**config.mk**
```make
export PLATFORM = sky130hd
export DESIGN_NAME = per_device_mrs_and_cs_latency
export DESIGN_NICKNAME = d
export VERILOG_FILES = /design/src/pkg/pda_cal_pkg.sv /design/src/logic/qualify_sampler.sv /design/src/logic/per_device_mrs_and_cs_latency.sv
export SDC_FILE = /design/constraint.sdc
export NUM_CORES = 1
export LEC_CHECK = 0
export BUFFER_PORTS_ARGS = -buffer_cell sky130_fd_sc_hd__buf_2
export CAP_MARGIN = 40
export CORE_UTILIZATION = 45
export CTS_CLUSTER_SIZE = 8
export DETAILED_ROUTE_END_ITERATION = 10
export PLACE_DENSITY = 0.72
export SYNTH_ARGS = -nofsm -noshare
export SYNTH_HDL_FRONTEND = slang
export SYNTH_HIERARCHICAL = 1
export SYNTH_SLANG_ARGS = --single-unit
```
**constraint.sdc**
```tcl
create_clock -name sys_clk -period 4.8 [get_ports sys_clk]
set_input_delay 0.96 -clock sys_clk [delete_from_list [all_inputs] [get_ports sys_clk]]
set_output_delay 0.96 -clock sys_clk [all_outputs]
set_load 0.005 [all_outputs]
```
**src/pkg/pda_cal_pkg.sv**
```systemverilog
package pda_cal_pkg;
  // ----------------------------------------------------------------
  // mode register fields
  // ----------------------------------------------------------------
  localparam logic [2:0] MR_ONE    = 3'h1;
  localparam logic [2:0] MR_THREE  = 3'h3;
  localparam logic [2:0] MR_FOUR   = 3'h4;
  localparam int         PDA_BIT   = 4;
  localparam int         CAL_LSB   = 6;
  localparam int         RTTN_LSB  = 8;
  localparam int         ADDR_W    = 18;
  localparam logic [17:0] MR3_RST  = 18'h00000;
  localparam logic [17:0] MR4_RST  = 18'h00000;
  localparam logic [17:0] MR1_RST  = 18'h00000;
  // ----------------------------------------------------------------
  // timing
  // ----------------------------------------------------------------
  localparam int CLK_PERIOD_PS  = 10000;
  localparam int CAL_MIN_PS     = 3748;
  localparam int CAL_MIN_NCK    = 3;
  localparam int CAL_MIN_CYC_NS = (CAL_MIN_PS + CLK_PERIOD_PS - 1) / CLK_PERIOD_PS;
  localparam int CAL_MIN_CYC    = (CAL_MIN_CYC_NS > CAL_MIN_NCK) ? CAL_MIN_CYC_NS : CAL_MIN_NCK;
  localparam int MOD_CYC        = 24;
  localparam int CNT_W          = 6;
  localparam int STROBE_SAMPLE  = 1;

  typedef enum logic [2:0] {
    CMD_NOP = 3'h0,
    CMD_MRS = 3'h1,
    CMD_OTHER = 3'h2
  } cmd_kind_t;

  typedef struct packed {
    cmd_kind_t         kind;
    logic [2:0]        mrSel;
    logic [ADDR_W-1:0] addr;
  } cmd_t;

  function automatic logic [3:0] cal_decode(input logic [2:0] code);
    unique case (code)
      3'h0:    return 4'h0;
      3'h1:    return 4'h3;
      3'h2:    return 4'h4;
      3'h3:    return 4'h5;
      3'h4:    return 4'h6;
      3'h5:    return 4'h8;
      default: return 4'h0;
    endcase
  endfunction
endpackage

```
**src/logic/qualify_sampler.sv**
```systemverilog
`timescale 1ns/1ns
module qualify_sampler (
  input  wire logic sys_clk,      // clock
  input  wire logic rst,          // sync reset
  input  wire logic burstStart,   // write burst begins
  input  wire logic strobeFall,   // falling strobe edge
  input  wire logic qualifyBit,   // lane0 qualify bit
  output logic      sampleValid,  // bit captured pulse
  output logic      sampleValue   // captured bit
);
  logic armed_q, armed_d;
  logic valid_q, valid_d;
  logic value_q, value_d;

  // ----------------------------------------------------------------
  // first falling strobe edge capture
  // ----------------------------------------------------------------
  always_comb begin
    armed_d = armed_q;
    valid_d = 1'b0;
    value_d = value_q;
    if (burstStart) begin
      armed_d = 1'b1;
    end else if (armed_q && strobeFall) begin
      armed_d = 1'b0;
      valid_d = 1'b1;
      value_d = qualifyBit;
    end
  end

  always_ff @(posedge sys_clk) begin
    if (rst) begin
      armed_q <= 1'b0;
      valid_q <= 1'b0;
      value_q <= 1'b0;
    end else begin
      armed_q <= armed_d;
      valid_q <= valid_d;
      value_q <= value_d;
    end
  end

  assign sampleValid = valid_q;
  assign sampleValue = value_q;
endmodule // qualify_sampler

```
**src/logic/per_device_mrs_and_cs_latency.sv**
```systemverilog
`timescale 1ns/1ns
module per_device_mrs_and_cs_latency #(
  parameter int WRITE_DELAY = 20  // additive + write latency + burst/2 + delays, cycles
) (
  input  wire logic               sys_clk,      // clock
  input  wire logic               rst,          // sync reset
  input  wire logic               csActive,     // chip select asserted
  input  wire pda_cal_pkg::cmd_t  cmdIn,        // command and address bus
  input  wire logic               strobeFall,   // lower strobe falling edge
  input  wire logic               qualifyBit,   // lower byte lane0 qualify bit
  input  wire logic               geardown,     // geardown mode
  input  wire logic               termPin,      // termination pin
  output logic                    pdaMode,      // per-device mode active
  output logic [2:0]              calCode,      // latency field
  output logic [3:0]              calCycles,    // decoded latency, geardown not applied
  output logic                    rcvEnable,    // cmd/addr receivers on
  output logic                    mrsDone,      // MRS executed pulse
  output logic                    mrsDropped,   // MRS ignored pulse
  output logic                    nomTermOn,    // nominal termination on
  output logic [17:0]             mr1Value,     // mode register one
  output logic [17:0]             mr3Value      // mode register three
);
  initial begin
    if (WRITE_DELAY < 1 || WRITE_DELAY > 63) $error("WRITE_DELAY out of range");
  end

  typedef enum logic [2:0] {
    ST_IDLE = 3'b001,
    ST_WAIT = 3'b010,
    ST_QUAL = 3'b100
  } state_t;

  // ----------------------------------------------------------------
  // command latency pipeline
  // ----------------------------------------------------------------
  logic [17:0] mr1_q, mr1_d, mr3_q, mr3_d, mr4_q, mr4_d;
  logic [15:0] csPipe_q, csPipe_d;
  logic [3:0]  calEff;
  logic        cmdTake;
  logic        rcv_q, rcv_d;
  logic [3:0]  hold_q, hold_d;

  always_comb begin
    calEff = pda_cal_pkg::cal_decode(mr4_q[pda_cal_pkg::CAL_LSB +: 3]);
    if (geardown && calEff[0]) begin
      calEff = calEff + 4'h1;
    end
  end

  always_comb begin
    csPipe_d = {csPipe_q[14:0], csActive};
    cmdTake  = (calEff == 4'h0) ? csActive : csPipe_q[calEff - 4'h1];
    rcv_d    = rcv_q;
    hold_d   = hold_q;
    if (calEff == 4'h0) begin
      rcv_d = 1'b1;
    end else if (csActive) begin
      rcv_d  = 1'b1;
      hold_d = calEff;
    end else if (hold_q != 4'h0) begin
      hold_d = hold_q - 4'h1;
    end else begin
      rcv_d = 1'b0;
    end
  end

  always_ff @(posedge sys_clk) begin
    if (rst) begin
      csPipe_q <= 16'h0000;
      rcv_q    <= 1'b1;
      hold_q   <= 4'h0;
    end else begin
      csPipe_q <= csPipe_d;
      rcv_q    <= rcv_d;
      hold_q   <= hold_d;
    end
  end

  // ----------------------------------------------------------------
  // mode registers and per-device qualification
  // ----------------------------------------------------------------
  state_t      state_q, state_d;
  logic [5:0]  wait_q, wait_d;
  pda_cal_pkg::cmd_t pend_q, pend_d;
  logic        done_q, done_d, drop_q, drop_d;
  logic        burstStart, sampleValid, sampleValue;
  logic        mrsSeen;

  assign mrsSeen = cmdTake && rcv_q && (cmdIn.kind == pda_cal_pkg::CMD_MRS);

  qualify_sampler u_sampler (
    .sys_clk     (sys_clk),
    .rst         (rst),
    .burstStart  (burstStart),
    .strobeFall  (strobeFall),
    .qualifyBit  (qualifyBit),
    .sampleValid (sampleValid),
    .sampleValue (sampleValue)
  );

  function automatic logic [17:0] apply(input logic [17:0] cur, input logic hit, input logic [17:0] val);
    return hit ? val : cur;
  endfunction

  always_comb begin
    state_d    = state_q;
    mr1_d      = mr1_q;
    mr3_d      = mr3_q;
    mr4_d      = mr4_q;
    wait_d     = wait_q;
    pend_d     = pend_q;
    done_d     = 1'b0;
    drop_d     = 1'b0;
    burstStart = 1'b0;
    unique case (state_q)
      ST_IDLE: begin
        if (mrsSeen) begin
          if (mr3_q[pda_cal_pkg::PDA_BIT]) begin
            pend_d     = cmdIn;
            wait_d     = 6'(WRITE_DELAY);
            burstStart = 1'b1;
            state_d    = ST_WAIT;
          end else begin
            mr1_d  = apply(mr1_q, cmdIn.mrSel == pda_cal_pkg::MR_ONE, cmdIn.addr);
            mr3_d  = apply(mr3_q, cmdIn.mrSel == pda_cal_pkg::MR_THREE, cmdIn.addr);
            mr4_d  = apply(mr4_q, cmdIn.mrSel == pda_cal_pkg::MR_FOUR, cmdIn.addr);
            done_d = 1'b1;
          end
        end
      end
      ST_WAIT: begin
        if (sampleValid) begin
          state_d = ST_QUAL;
        end else if (wait_q == 6'h00) begin
          drop_d  = 1'b1;
          state_d = ST_IDLE;
        end else begin
          wait_d = wait_q - 6'h01;
        end
      end
      ST_QUAL: begin
        state_d = ST_IDLE;
        if (!sampleValue) begin
          mr1_d  = apply(mr1_q, pend_q.mrSel == pda_cal_pkg::MR_ONE, pend_q.addr);
          mr3_d  = apply(mr3_q, pend_q.mrSel == pda_cal_pkg::MR_THREE, pend_q.addr);
          mr4_d  = apply(mr4_q, pend_q.mrSel == pda_cal_pkg::MR_FOUR, pend_q.addr);
          done_d = 1'b1;
        end else begin
          drop_d = 1'b1;
        end
      end
      default: state_d = ST_IDLE;
    endcase
  end

  always_ff @(posedge sys_clk) begin
    if (rst) begin
      state_q <= ST_IDLE;
      mr1_q   <= pda_cal_pkg::MR1_RST;
      mr3_q   <= pda_cal_pkg::MR3_RST;
      mr4_q   <= pda_cal_pkg::MR4_RST;
      wait_q  <= 6'h00;
      pend_q  <= '0;
      done_q  <= 1'b0;
      drop_q  <= 1'b0;
    end else begin
      state_q <= state_d;
      mr1_q   <= mr1_d;
      mr3_q   <= mr3_d;
      mr4_q   <= mr4_d;
      wait_q  <= wait_d;
      pend_q  <= pend_d;
      done_q  <= done_d;
      drop_q  <= drop_d;
    end
  end

  // ----------------------------------------------------------------
  // termination and outputs
  // ----------------------------------------------------------------
  logic       term_q, term_d;
  logic [3:0] calCyc_q, calCyc_d;

  always_comb begin
    term_d   = (mr1_q[pda_cal_pkg::RTTN_LSB +: 3] != 3'h0) && termPin;
    calCyc_d = pda_cal_pkg::cal_decode(mr4_d[pda_cal_pkg::CAL_LSB +: 3]);
  end

  always_ff @(posedge sys_clk) begin
    if (rst) begin
      term_q   <= 1'b0;
      calCyc_q <= 4'h0;
    end else begin
      term_q   <= term_d;
      calCyc_q <= calCyc_d;
    end
  end

  assign pdaMode    = mr3_q[pda_cal_pkg::PDA_BIT];
  assign calCode    = mr4_q[pda_cal_pkg::CAL_LSB +: 3];
  assign calCycles  = calCyc_q;
  assign rcvEnable  = rcv_q;
  assign mrsDone    = done_q;
  assign mrsDropped = drop_q;
  assign nomTermOn  = term_q;
  assign mr1Value   = mr1_q;
  assign mr3Value   = mr3_q;
endmodule // per_device_mrs_and_cs_latency

```
After elaboration in Yosys (flattened, before gate mapping)

Cells that the tools add are included.

Bits in registers: 100
Bits in latches: 0
Input port bits: 31
Memory bits (read-only): 0
Output and inout bits: 48
Memories: 0
Bits in writable memories: 0

Shift-type cells: 0
Multipliers: 0
Mux-type cells: 50
Bitwise logic cells: 2
$lt $le $gt $ge: 1
Div/mod/pow operators: 0
Equality and inequality tests: 31
Reduce and logical (&&, ||, !) cells: 23
Add/subtract/negate cells: 4

Operators with widths:

| cell                  | count |
|---|---|
| $mux W18              | 10 |
| $pmux W18 S2          | 2 |
| $mux W9               | 5 |
| $pmux W4 S5           | 2 |
| $mux W6               | 4 |
| $eq A3 B2 Y1 const B  | 7 |
| $eq A3 B3 Y1 const B  | 7 |
| $ne A2 B2 Y1 const B  | 10 |
| $eq A3 B1 Y1 const B  | 6 |
| $pmux W9 S2           | 1 |
| $mux W1               | 14 |
| $mux W3               | 4 |
| $mux W4               | 3 |
| $pmux W6 S2           | 1 |
| $reduce_and A6 Y1     | 2 |
| $reduce_bool A2 Y1    | 4 |
| $sub A4 B1 Y4 const B | 2 |
| $logic_not A6 Y1      | 1 |
| $pmux W3 S2           | 1 |
| $reduce_and A3 Y1     | 2 |
| $sub A6 B1 Y6 const B | 1 |
| $logic_and A1 B1 Y1   | 5 |
| $lt A4 B5 Y1 const B  | 1 |
| $reduce_and A5 Y1     | 1 |
| 12 further kinds      | 15 |

Longest topological paths before layout

Gate-level depths: netlist of the first run.

Word-level depth: 14
Depth in mapped cells: 19
Mapped depth without buffers: 16

Hierarchy

Netlist of the first run, hierarchy kept.

Modules (own cells, without submodules):

| module                        | times used | area an instance (um^2) | sequential area each (um^2) | cells an instance |
|---|---|---|---|---|
| per_device_mrs_and_cs_latency | 1          | 4689.5                  | 1941.9                      | 541 |
| qualify_sampler               | 1          | 112.6                   | 60.1                        | 11 |

Worst setup path before layout of the first run

No wires, ideal clock.

Path type: in2reg
Start point: input port geardown
End point: register calCyc_q[2], in the netlist calCycles[2]
Cell stages on the path: 17
Required time: 4726 ps
Slack: 258 ps
Arrival: 4468 ps
Library setup time: 74 ps
Cell sequence: buf_4 -> nor3b_1 -> inv_1 -> ha_1 -> buf_2 -> xnor2_1 -> mux2i_1 -> o211ai_1 -> nor4_1 -> a211oi_2 -> or2_1 -> buf_6 -> a311o_1 -> inv_2 -> ha_1 -> or4_1 -> a31oi_1

Cells in the longest elaborated chain, start to end: 12

RTL lines:

| element                                    | line                                 | source |
|---|---|---|
| start: declaration                         | per_device_mrs_and_cs_latency.sv:11  | `input wire logic geardown,` |
| $logic_and A1 B1 Y1 (*)                    | per_device_mrs_and_cs_latency.sv:45  | `if (geardown && calEff[0]) begin` |
| $mux W4 (*)                                | per_device_mrs_and_cs_latency.sv:45  |  |
| $sub A4 B1 Y4                              | per_device_mrs_and_cs_latency.sv:52  | `cmdTake = (calEff == 4'h0) ? csActive : csPipe_q[calEff - 4'h1];` |
| $bmux W1 S4                                | per_device_mrs_and_cs_latency.sv:52  |  |
| $mux W1 (not written as such)              | per_device_mrs_and_cs_latency.sv:52  |  |
| $mux W1 (*)                                | per_device_mrs_and_cs_latency.sv:52  |  |
| $logic_and A1 B1 Y1 (*) (2 in a row)       | per_device_mrs_and_cs_latency.sv:89  | `assign mrsSeen = cmdTake && rcv_q && (cmdIn.kind == pda_cal_pkg::CMD_MRS);` |
| $mux W9 (*)                                | per_device_mrs_and_cs_latency.sv:117 | `if (mrsSeen) begin` |
| $pmux W9 S2 (*)                            | per_device_mrs_and_cs_latency.sv:115 | `unique case (state_q)` |
| $eq A3 B3 Y1, or another cell as far along | pda_cal_pkg.sv:40                    | `unique case (code)` |
| $pmux W4 S5 (*)                            | pda_cal_pkg.sv:40                    |  |
| end signal: assignment                     | per_device_mrs_and_cs_latency.sv:195 | `calCyc_q <= calCyc_d;` |
| end: declaration                           | per_device_mrs_and_cs_latency.sv:182 | `logic [3:0] calCyc_q, calCyc_d;` |

Every way passes the cells marked *; elsewhere a longest branch is shown, timed or not. The select of a mux whose other input is x is not followed.
A chain may end at the register's enable or synchronous reset.

Final worst setup path of the first run

Start point: register mr4_q[6]
End point: register calCyc_q[1], in the netlist calCycles[1]

Cells in the longest elaborated chain, start to end: 14

RTL lines:

| element                                              | line                                                                     | source |
|---|---|---|
| start: declaration                                   | per_device_mrs_and_cs_latency.sv:36                                      | `logic [17:0] mr1_q, mr1_d, mr3_q, mr3_d, mr4_q, mr4_d;` |
| start signal: assignment                             | per_device_mrs_and_cs_latency.sv:161                                     | `mr4_q <= pda_cal_pkg::MR4_RST;` |
| start signal: assignment                             | per_device_mrs_and_cs_latency.sv:170                                     | `mr4_q <= mr4_d;` |
| $eq A3 B3 Y1, or another cell as far along           | pda_cal_pkg.sv:40                                                        |  |
| $pmux W4 S5                                          | pda_cal_pkg.sv:40                                                        |  |
| $add A4 B1 Y4 or $logic_and A1 B1 Y1 (tied branches) | per_device_mrs_and_cs_latency.sv:46, per_device_mrs_and_cs_latency.sv:45 |  |
| $mux W4                                              | per_device_mrs_and_cs_latency.sv:45                                      |  |
| $sub A4 B1 Y4                                        | per_device_mrs_and_cs_latency.sv:52                                      |  |
| $bmux W1 S4                                          | per_device_mrs_and_cs_latency.sv:52                                      |  |
| $mux W1 (not written as such)                        | per_device_mrs_and_cs_latency.sv:52                                      |  |
| $mux W1                                              | per_device_mrs_and_cs_latency.sv:52                                      |  |
| $logic_and A1 B1 Y1 (2 in a row)                     | per_device_mrs_and_cs_latency.sv:89                                      |  |
| $mux W9                                              | per_device_mrs_and_cs_latency.sv:117                                     |  |
| $pmux W9 S2 (*)                                      | per_device_mrs_and_cs_latency.sv:115                                     |  |
| $eq A3 B3 Y1, or another cell as far along           | pda_cal_pkg.sv:40                                                        |  |
| $pmux W4 S5 (*)                                      | pda_cal_pkg.sv:40                                                        |  |

Marks and branches as above.

==> metrics.log, run 1 <==
INFO  metric post_route_clock_period_utilization = 93.80%
INFO  metric ctsHoldBuffers = 0
INFO  metric hold_depth = 1
INFO  metric yosysWarnings = 6
INFO  metric antenna_found_initial = 0
INFO  metric overflow = 0
INFO  metric final_net_count = 658
INFO  metric worst_ep_required_time = 5080 ps
INFO  metric ant_nets_after_route = 0
INFO  metric nFillCells = 955
INFO  metric placedCellCount = 744
INFO  metric finalHoldWorstSlack = 451.3 ps
INFO  metric post_drt_wl_per_cell = 15.27 µm
INFO  metric delay_heaviest_family_cp = simple AND/OR/NAND/NOR gates
INFO  metric clock-root-buffer = clkbuf_8
INFO  metric yosysSeqAreaShare = 41.69%
INFO  metric synth.ff_latch_count = 100
INFO  metric ratio_of_cells_with_drive_above_1_in_the_final_layout = 21.31%
INFO  metric final-hold-violation-count = 0
INFO  metric crit_path_end_kind = register
INFO  metric synth_nets = 591
INFO  metric clk_path_buf_depth = 2
INFO  metric detailed_place.area = 5390 µm²
INFO  metric grt_pass1_vias = 4067
INFO  metric count_of_clock_tree_sinks = 100
INFO  metric worst_ep_arrival_time = 4780 ps
INFO  metric worstMarginPinSlew = 715.9 ps
INFO  metric achievable-frequency = 0.2221 GHz
INFO  metric tritoncts = done
INFO  metric dieHeight = 105.3 µm
INFO  metric outcome = finished clean
INFO  metric largest_net_degree_at_the_start_of_global_routing = 48
INFO  metric place.gp.congestion = 0.8479
INFO  metric ports = 79
INFO  metric setup-violations-final = 0
INFO  metric worstPathBufferInverterCount = 2
INFO  metric ys_async_sr_fraction = 0%
INFO  metric cts_inserted_buffers = 9
INFO  metric mostFrequentLayoutCell = dfxtp_1
INFO  metric crit_chain = nand2b_1 -> a21oi_1 -> ha_1 -> mux2i_1 -> ha_2 -> buf_4 -> mux2i_1 -> a211oi_1 -> nor4_4 -> o31ai_4 -> or2_1 -> a311o_1 -> inv_2 -> ha_1 -> or3_1 -> a211oi_1
INFO  metric drt_pass1_iterations = 5
INFO  metric ys.flop_type = dfxtp_1
INFO  metric post_synth.cell_area_avg = 8.699 µm²
INFO  metric skew = 17.80 ps
INFO  metric max-cap-violations = 0
INFO  metric finalInstanceArea = 5610 µm²
INFO  metric worst_setup_path_start_kind = register
INFO  metric synth.distinct_cells = 66
INFO  metric route.detailed.vias_per_inst = 5.564
INFO  metric synth.cell_area = 4802 µm²
INFO  metric fp.dieW = 105.3 µm
INFO  metric hold_path.class = register to register
INFO  metric num_rows = 37
INFO  metric wl = 11610 µm
INFO  metric detail_route.iter0.violations = 256
INFO  metric dieArea = 11090 µm²
INFO  metric final_util = 54.34%
INFO  metric grtUsageTotal = 21.82%
INFO  metric min_period = 4502 ps
INFO  metric power_per_cell_area = 266.0 nW/µm²
INFO  metric maxSlewHeadroom = 52.17%
INFO  metric synth-edff-count = 0
INFO  metric clk_pin_slew = 100 ps
INFO  metric detailroute.via_count = 4229
INFO  metric numPortBuffers = 78
INFO  metric global_route_wire_length_before_repair = 19400 µm
INFO  metric insertion_delay = 370 ps
INFO  metric vdd_drop_max = 230.5 µV
INFO  metric number_of_diodes_added_for_antenna_fixing = 0
INFO  metric coreArea = 10320 µm²
INFO  metric final_max_slew_viol_count = 0
INFO  metric cell_count_of_the_worst_reg_to_reg_path = 16
INFO  metric totalPowerFinal = 1.493 mW
INFO  metric post-place-ws = 16.25 ps
INFO  metric layout.cells.most_common_list = dfxtp_1 (100), nor2_1 (84), buf_2 (78)
INFO  metric slowest_cell_on_the_critical_path = or3_1
INFO  metric hpwlAfterDp = 8329 µm
INFO  metric critical_path_peak_fanout = 11
INFO  metric biggest_cell_delay_along_the_critical_path = 400 ps
INFO  metric synthToLayoutAreaGrowth = 16.83%
INFO  metric final_critical_path_setup_slack = 297.5 ps
INFO  metric floorplan.initialDensity = 46.52%
INFO  metric multiInputGateArea = 2565 µm²
INFO  metric timing.setup.critical_path_class = register to register
INFO  metric area.sequential = 2002 µm²
INFO  metric clock_tree.htree_level_count = 3
INFO  metric worstSetupPathDepth = 16
INFO  metric synth_cells = 552
INFO  metric layoutNonFillerInstCount = 760
INFO  metric setup_tns = 0 ps
INFO  metric p_leak = 2.354 nW
INFO  metric drc = 0
INFO  metric grt_setup_unrepaired = no
[power breakdown]
group,leakage (nW),switching [mW],internal [mW]
registers,0.806,0.00339,0.834
clock network,0.107,0.316,0.255
logic,1.44,0.0510,0.0333
[registers in the layout (all words and copies together), names as in the netlist, 3 cells and up]
register and flops:
state_q 3, mr3Value 18, calCycles 4, hold_q 4, mr4_q 3, pend_q 21
mr1Value 18, wait_q 6, csPipe_q 16
[cells in the mapped netlist (8+ instances only)]
cell type | instances | area share [%]
o21ai_0 | 11 | 1.1
ha_1 | 8 | 2.1
a21oi_1 | 17 | 1.8
nand2b_1 | 9 | 1.2
dfxtp_1 | 100 | 42
mux2i_1 | 30 | 6.3
nand2_1 | 75 | 5.9
inv_1 | 16 | 1.3
nor2_1 | 84 | 6.6
buf_2 | 11 | 1.1
a311oi_1 | 35 | 6.4
nor2b_1 | 23 | 3.0
clkbuf_1 | 21 | 1.6
[worst reg2reg max path: cells and delay by family (launching register included)]
kind            cells  cell delay [ps]
compound gates      5             1080
flops               1              370
fa+ha+maj           3              970
mux                 2              490
buf+inv             2              340
simple gates        4             1190
[final cells by class]
type	count	share of cell area, %
multi-input combinational	396	45.72
tap	136	3.033
sequential	100	35.68
timing repair buffer	94	10.48
clock buffer	9	2.208
inverter	18	1.204
clock inverter	7	1.673
[path summary, 6_finish.rpt]
path                                         startpoint                      end  slack, ps
worst min register to register  csPipe_q[12]$_SDFF_PP0_  csPipe_q[13]$_SDFF_PP0_        450
worst max-delay path                mr4_q[6]$_SDFF_PP0_  calCycles[1]$_SDFF_PP0_        300
worst max register to register      mr4_q[6]$_SDFF_PP0_  calCycles[1]$_SDFF_PP0_        300
worst min-delay path            csPipe_q[12]$_SDFF_PP0_  csPipe_q[13]$_SDFF_PP0_        450
[what timing repair did]
action	CTS	global route
endpoints found under the hold margin	0	0
endpoints found under the setup margin	0	2
gates resized for setup	0	1
buffers inserted	0	0
[logic make-up after synthesis]
kind of cell	share of synthesized area, %
adder cells (fa/ha/maj)	2.085
AO/OA/AOI/OAI	17.61
XOR/XNOR	1.642
flip-flops	41.69
AND/OR/NAND/NOR	24.65
buffers and inverters	5.289
multiplexers	7.035
[per-layer routing]
layer / vias to the layer above / share of wire, % / global-route usage, %
li1: 2084 / - / -
met2: 107 / 51 / 38.25
met1: 2020 / 43 / 25.70
met4: 0 / 2.0 / 9.155
met3: 18 / 4.3 / 4.576
met5: - / 0 / 0
Power figures use the tool's default switching activity.
==> inputs of run 2 (changes only) <==
--- a/config.mk
+++ b/config.mk
@@ -5,6 +5,7 @@
 export SDC_FILE = /design/constraint.sdc
 export NUM_CORES = 1
 export LEC_CHECK = 0
+export ABC_AREA = 1
 export BUFFER_PORTS_ARGS = -buffer_cell sky130_fd_sc_hd__buf_2
 export CAP_MARGIN = 40
 export CORE_UTILIZATION = 45
==> run 2 against run 1 <==
- routed wire length down 7.6%
- non-clock buffer count is 12 lower
- count of clock-buffer cells in the layout stayed put
- synthesized cell count grew 16%
- first-iteration DRC count is 14% lower
- clock power increased by 14%
- fmax increased by 20%
- via count up 2.9%
- critical path type unchanged
- largest power group unchanged
- highest routed layer unchanged
==> metrics.log, run 2 <==
INFO  metric cell_count_of_the_worst_reg_to_reg_path = 21 (+5)
INFO  metric synth_most_common_cell = nand2_1
INFO  metric synth_cells = 641 (+16%)
INFO  metric setup.worst_path.start = mr4_q[6]$_SDFF_PP0_
INFO  metric tritoncts = done
INFO  metric count_of_clock_tree_sinks = 100 (unchanged)
INFO  metric synth.distinct_cells = 42 (-36%)
INFO  metric post_synth.cell_area_avg = 7.216 µm² (-17%)
INFO  metric setup_tns = 0 ps (unchanged)
INFO  metric max-cap-violations = 0 (unchanged)
INFO  metric biggest_cell_delay_along_the_critical_path = 490 ps (+90 ps)
INFO  metric synth-edff-count = 0 (unchanged)
INFO  metric hold_path.class = register to register
INFO  metric fp.dieW = 103.4 µm (-1.8%)
INFO  metric largest_net_degree_at_the_start_of_global_routing = 50 (+4.2%)
INFO  metric ys.flop_type = dfxtp_1
INFO  metric synth.cell_area = 4626 µm² (-3.7%)
INFO  metric grtUsageTotal = 21.15% (-0.67 points)
INFO  metric overflow = 0 (unchanged)
INFO  metric ports = 79 (unchanged)
INFO  metric yosysWarnings = 6 (unchanged)
INFO  metric drc = 0 (unchanged)
INFO  metric dieHeight = 103.4 µm (-1.8%)
INFO  metric coreArea = 9864 µm² (-4.4%)
INFO  metric route.detailed.vias_per_inst = 5.138 (-7.7%)
INFO  metric skew = 11.62 ps (-6.172 ps)
INFO  metric worstPathBufferInverterCount = 5 (+3)
INFO  metric synthToLayoutAreaGrowth = 15.53%
INFO  metric maxSlewHeadroom = 51.84% (-0.33 points)
INFO  metric timing.setup.critical_path_class = register to register
INFO  metric slowest_cell_on_the_critical_path = inv_2
INFO  metric totalPowerFinal = 1.855 mW (+24%)
INFO  metric startpoint_of_the_worst_slack_reg_to_reg_timing_path = mr4_q[6]$_SDFF_PP0_
INFO  metric insertion_delay = 380 ps (about the same)
INFO  metric number_of_diodes_added_for_antenna_fixing = 0 (unchanged)
INFO  metric top_area_cell_type_share_of_the_netlist_area = 43.28% (+1.6 points)
INFO  metric worst_ep_required_time = 5080 ps (about the same)
INFO  metric place.gp.congestion = 0.8624 (+1.7%)
INFO  metric worstSetupPathDepth = 21 (+5)
INFO  metric wl = 10720 µm (-7.6%)
INFO  metric final_util = 54.17% (-0.17 points)
INFO  metric layout.cells.most_common_list = nand2_1 (104), dfxtp_1 (100), inv_1 (83)
INFO  metric final_net_count = 748 (+14%)
INFO  metric synth.cells.most_frequent = nand2_1 (104), dfxtp_1 (100), inv_1 (83)
INFO  metric crit_path_end_kind = register
INFO  metric achievable-frequency = 0.2668 GHz (+20%)
INFO  metric outcome = finished clean
INFO  metric critical_path_peak_fanout = 34 (+23)
INFO  metric clock_tree.htree_level_count = 3 (unchanged)
INFO  metric setup-violations-final = 0 (unchanged)
INFO  metric ctsHoldBuffers = 0 (unchanged)
INFO  metric ratio_of_cells_with_drive_above_1_in_the_final_layout = 18.07% (-3.2 points)
INFO  metric yosysSeqAreaShare = 43.28% (+1.6 points)
INFO  metric top_register = pend_q
INFO  metric dieArea = 10690 µm² (-3.6%)
INFO  metric synth_nets = 680 (+15%)
INFO  metric synth_largest_area_cell = dfxtp_1
INFO  metric num_rows = 36 (-2.7%)
INFO  metric postCtsSetupRepairBufs = 0 (unchanged)
INFO  metric detailroute.via_count = 4352 (+2.9%)
INFO  metric worst_setup_path_endpoint = u_sampler/sampleValue$_SDFFE_PP0P_
INFO  metric clk_path_buf_depth = 2 (unchanged)
INFO  metric clk_pin_slew = 100 ps (about the same)
INFO  metric grt_pass1_vias = 3948 (-2.9%)
INFO  metric floorplan.initialDensity = 46.89% (+0.38 points)
INFO  metric post_drt_wl_per_cell = 12.66 µm (-17%)
INFO  metric antenna_found_initial = 0 (unchanged)
INFO  metric worstMarginPinSlew = 715.7 ps (-0.1546 ps)
INFO  metric largest_reg_flops = 21 (unchanged)
INFO  metric drt_pass1_iterations = 5 (unchanged)
INFO  metric vdd_drop_max = 207.5 µV (-10%)
INFO  metric synth.top_cells.by_area = dfxtp_1 (43%), nand2_1 (8.4%), o21ai_0 (7.8%), a21oi_1 (7.5%), inv_1 (6.7%)
INFO  metric final_max_slew_viol_count = 0 (unchanged)
INFO  metric ctsResizeCount = 0 (unchanged)
INFO  metric clock-root-buffer = clkbuf_8
INFO  metric post_route_clock_period_utilization = 78.09% (-16 points)
INFO  metric worst_ep_arrival_time = 4030 ps (-750 ps)
INFO  metric power_per_cell_area = 347.1 nW/µm² (+30%)
INFO  metric cts_inserted_buffers = 9 (unchanged)
INFO  metric delay_heaviest_family_cp = simple AND/OR/NAND/NOR gates
INFO  metric numPortBuffers = 78 (unchanged)
INFO  metric crit_chain = inv_2 -> nor2_1 -> o21ai_0 -> inv_1 -> ha_1 -> o21ai_2 -> ha_1 -> o211ai_1 -> nand2_1 -> inv_1 -> nand3_1 -> nand3_1 -> nand2_2 -> nand2_4 -> nand4_2 -> inv_2 -> inv_1 -> nand3_2 -> nand2_1 -> nand2_1 -> nor2_1
INFO  metric min_period = 3749 ps (-753.9 ps)
INFO  metric final-hold-violation-count = 0 (unchanged)
INFO  metric ys_async_sr_fraction = 0% (unchanged)
INFO  metric regToRegEndpoint = u_sampler/sampleValue$_SDFFE_PP0P_
INFO  metric global_route_wire_length_before_repair = 17520 µm (-9.7%)
INFO  metric hpwlAfterDp = 7520 µm (-9.7%)
INFO  metric synth.ff_latch_count = 100 (unchanged)
INFO  metric grt_setup_unrepaired = no
INFO  metric mostFrequentLayoutCell = nand2_1
INFO  metric regToRegSetupSlack = 1050 ps (+750 ps)
INFO  metric ant_nets_after_route = 0 (unchanged)
INFO  metric worst_setup_path_start_kind = register
INFO  metric detail_route.iter0.violations = 221 (-14%)
INFO  metric p_leak = 2.382 nW (+1.2%)
==> run 2: changes by cell type after synthesis, sizes merged, moves of 30 or more <==
cell,change
nand2,+41
inv,+71
o21ai,+67
a21oi,+51
a311oi,-35
mux2i,-30
==> run 2: through the flow <==
stage               cells  hold slack (ps)  setup slack (ps)  cell area (µm²)
floorplan             641            399.9              1651             4626
global placement      829            412.4              1212             5062
detailed placement    831            412.1              1071             5097
CTS                   847            423.9              1122             5344
global route          847            444.9             699.7             5344
finish                847            417.1              1051             5344
==> run 2: worst reg2reg max path: stages, from the launching register on <==
cell and delay, ps:
dfxtp_1 420, inv_2 140, nor2_1 60, o21ai_0 250, inv_1 80, ha_1 290, o21ai_2 250, ha_1 350
o211ai_1 140, nand2_1 70, inv_1 70, nand3_1 90, nand3_1 120, nand2_2 80, nand2_4 90, nand4_2 250
inv_2 490, inv_1 140, nand3_2 110, nand2_1 60, nand2_1 50, nor2_1 40
==> run 2: logic make-up (layout without fill, tap and decap cells) <==
group / after synthesis / after routing / share of synthesized area [%]
AOI/OAI and AO/OA: 166 / 166 / 19.12
DFF: 100 / 100 / 43.28
adders and majority gates: 8 / 8 / 2.164
xor gates and xnor gates: 2 / 2 / 0.3788
buffers and inverters: 116 / 189 / 10.50
and+or+nand+nor: 249 / 249 / 24.56
==> run 2: worst min path at each step <==
| stage | start | slack (ps) | end | cells past startpoint |
|---|---|---|---|---|
| after floorplan | csPipe_q[0]$_SDFF_PP0_ | 400 | csPipe_q[1]$_SDFF_PP0_ | 2 |
| after global placement | csPipe_q[5]$_SDFF_PP0_ | 410 | csPipe_q[6]$_SDFF_PP0_ | 2 |
| after detailed placement | csPipe_q[6]$_SDFF_PP0_ | 410 | csPipe_q[7]$_SDFF_PP0_ | 2 |
| after CTS | csPipe_q[0]$_SDFF_PP0_ | 420 | csPipe_q[1]$_SDFF_PP0_ | 2 |
| after global routing | csPipe_q[0]$_SDFF_PP0_ | 440 | csPipe_q[1]$_SDFF_PP0_ | 2 |
| final | csPipe_q[0]$_SDFF_PP0_ | 420 | csPipe_q[1]$_SDFF_PP0_ | 2 |
==> run 2: routing by layer <==
metal | GRT usage (%) | wire length, µm | vias to the layer above
li1 | - | - | 2219
met1 | 26.90 | 4958 | 1977
met2 | 35.00 | 4970 | 133
met3 | 3.629 | 547 | 23
met4 | 9.859 | 245 | 0
met5 | 0 | 0 | -
==> run 2: layout make-up <==
class,instances,area [µm²]
Fill cell,945,4521
Multi-Input combinational cell,425,2143
Sequential cell,100,2002
Timing Repair Buffer,82,440.4
Inverter,91,345.3
Tap cell,133,166.4
Clock buffer,9,123.9
Clock inverter,7,122.6
==> run 2: power by group <==
part	switching (mW)	internal, mW
clock network	0.301	0.348
logic	0.209	0.120
registers	0.0197	0.856
total	0.530	1.32
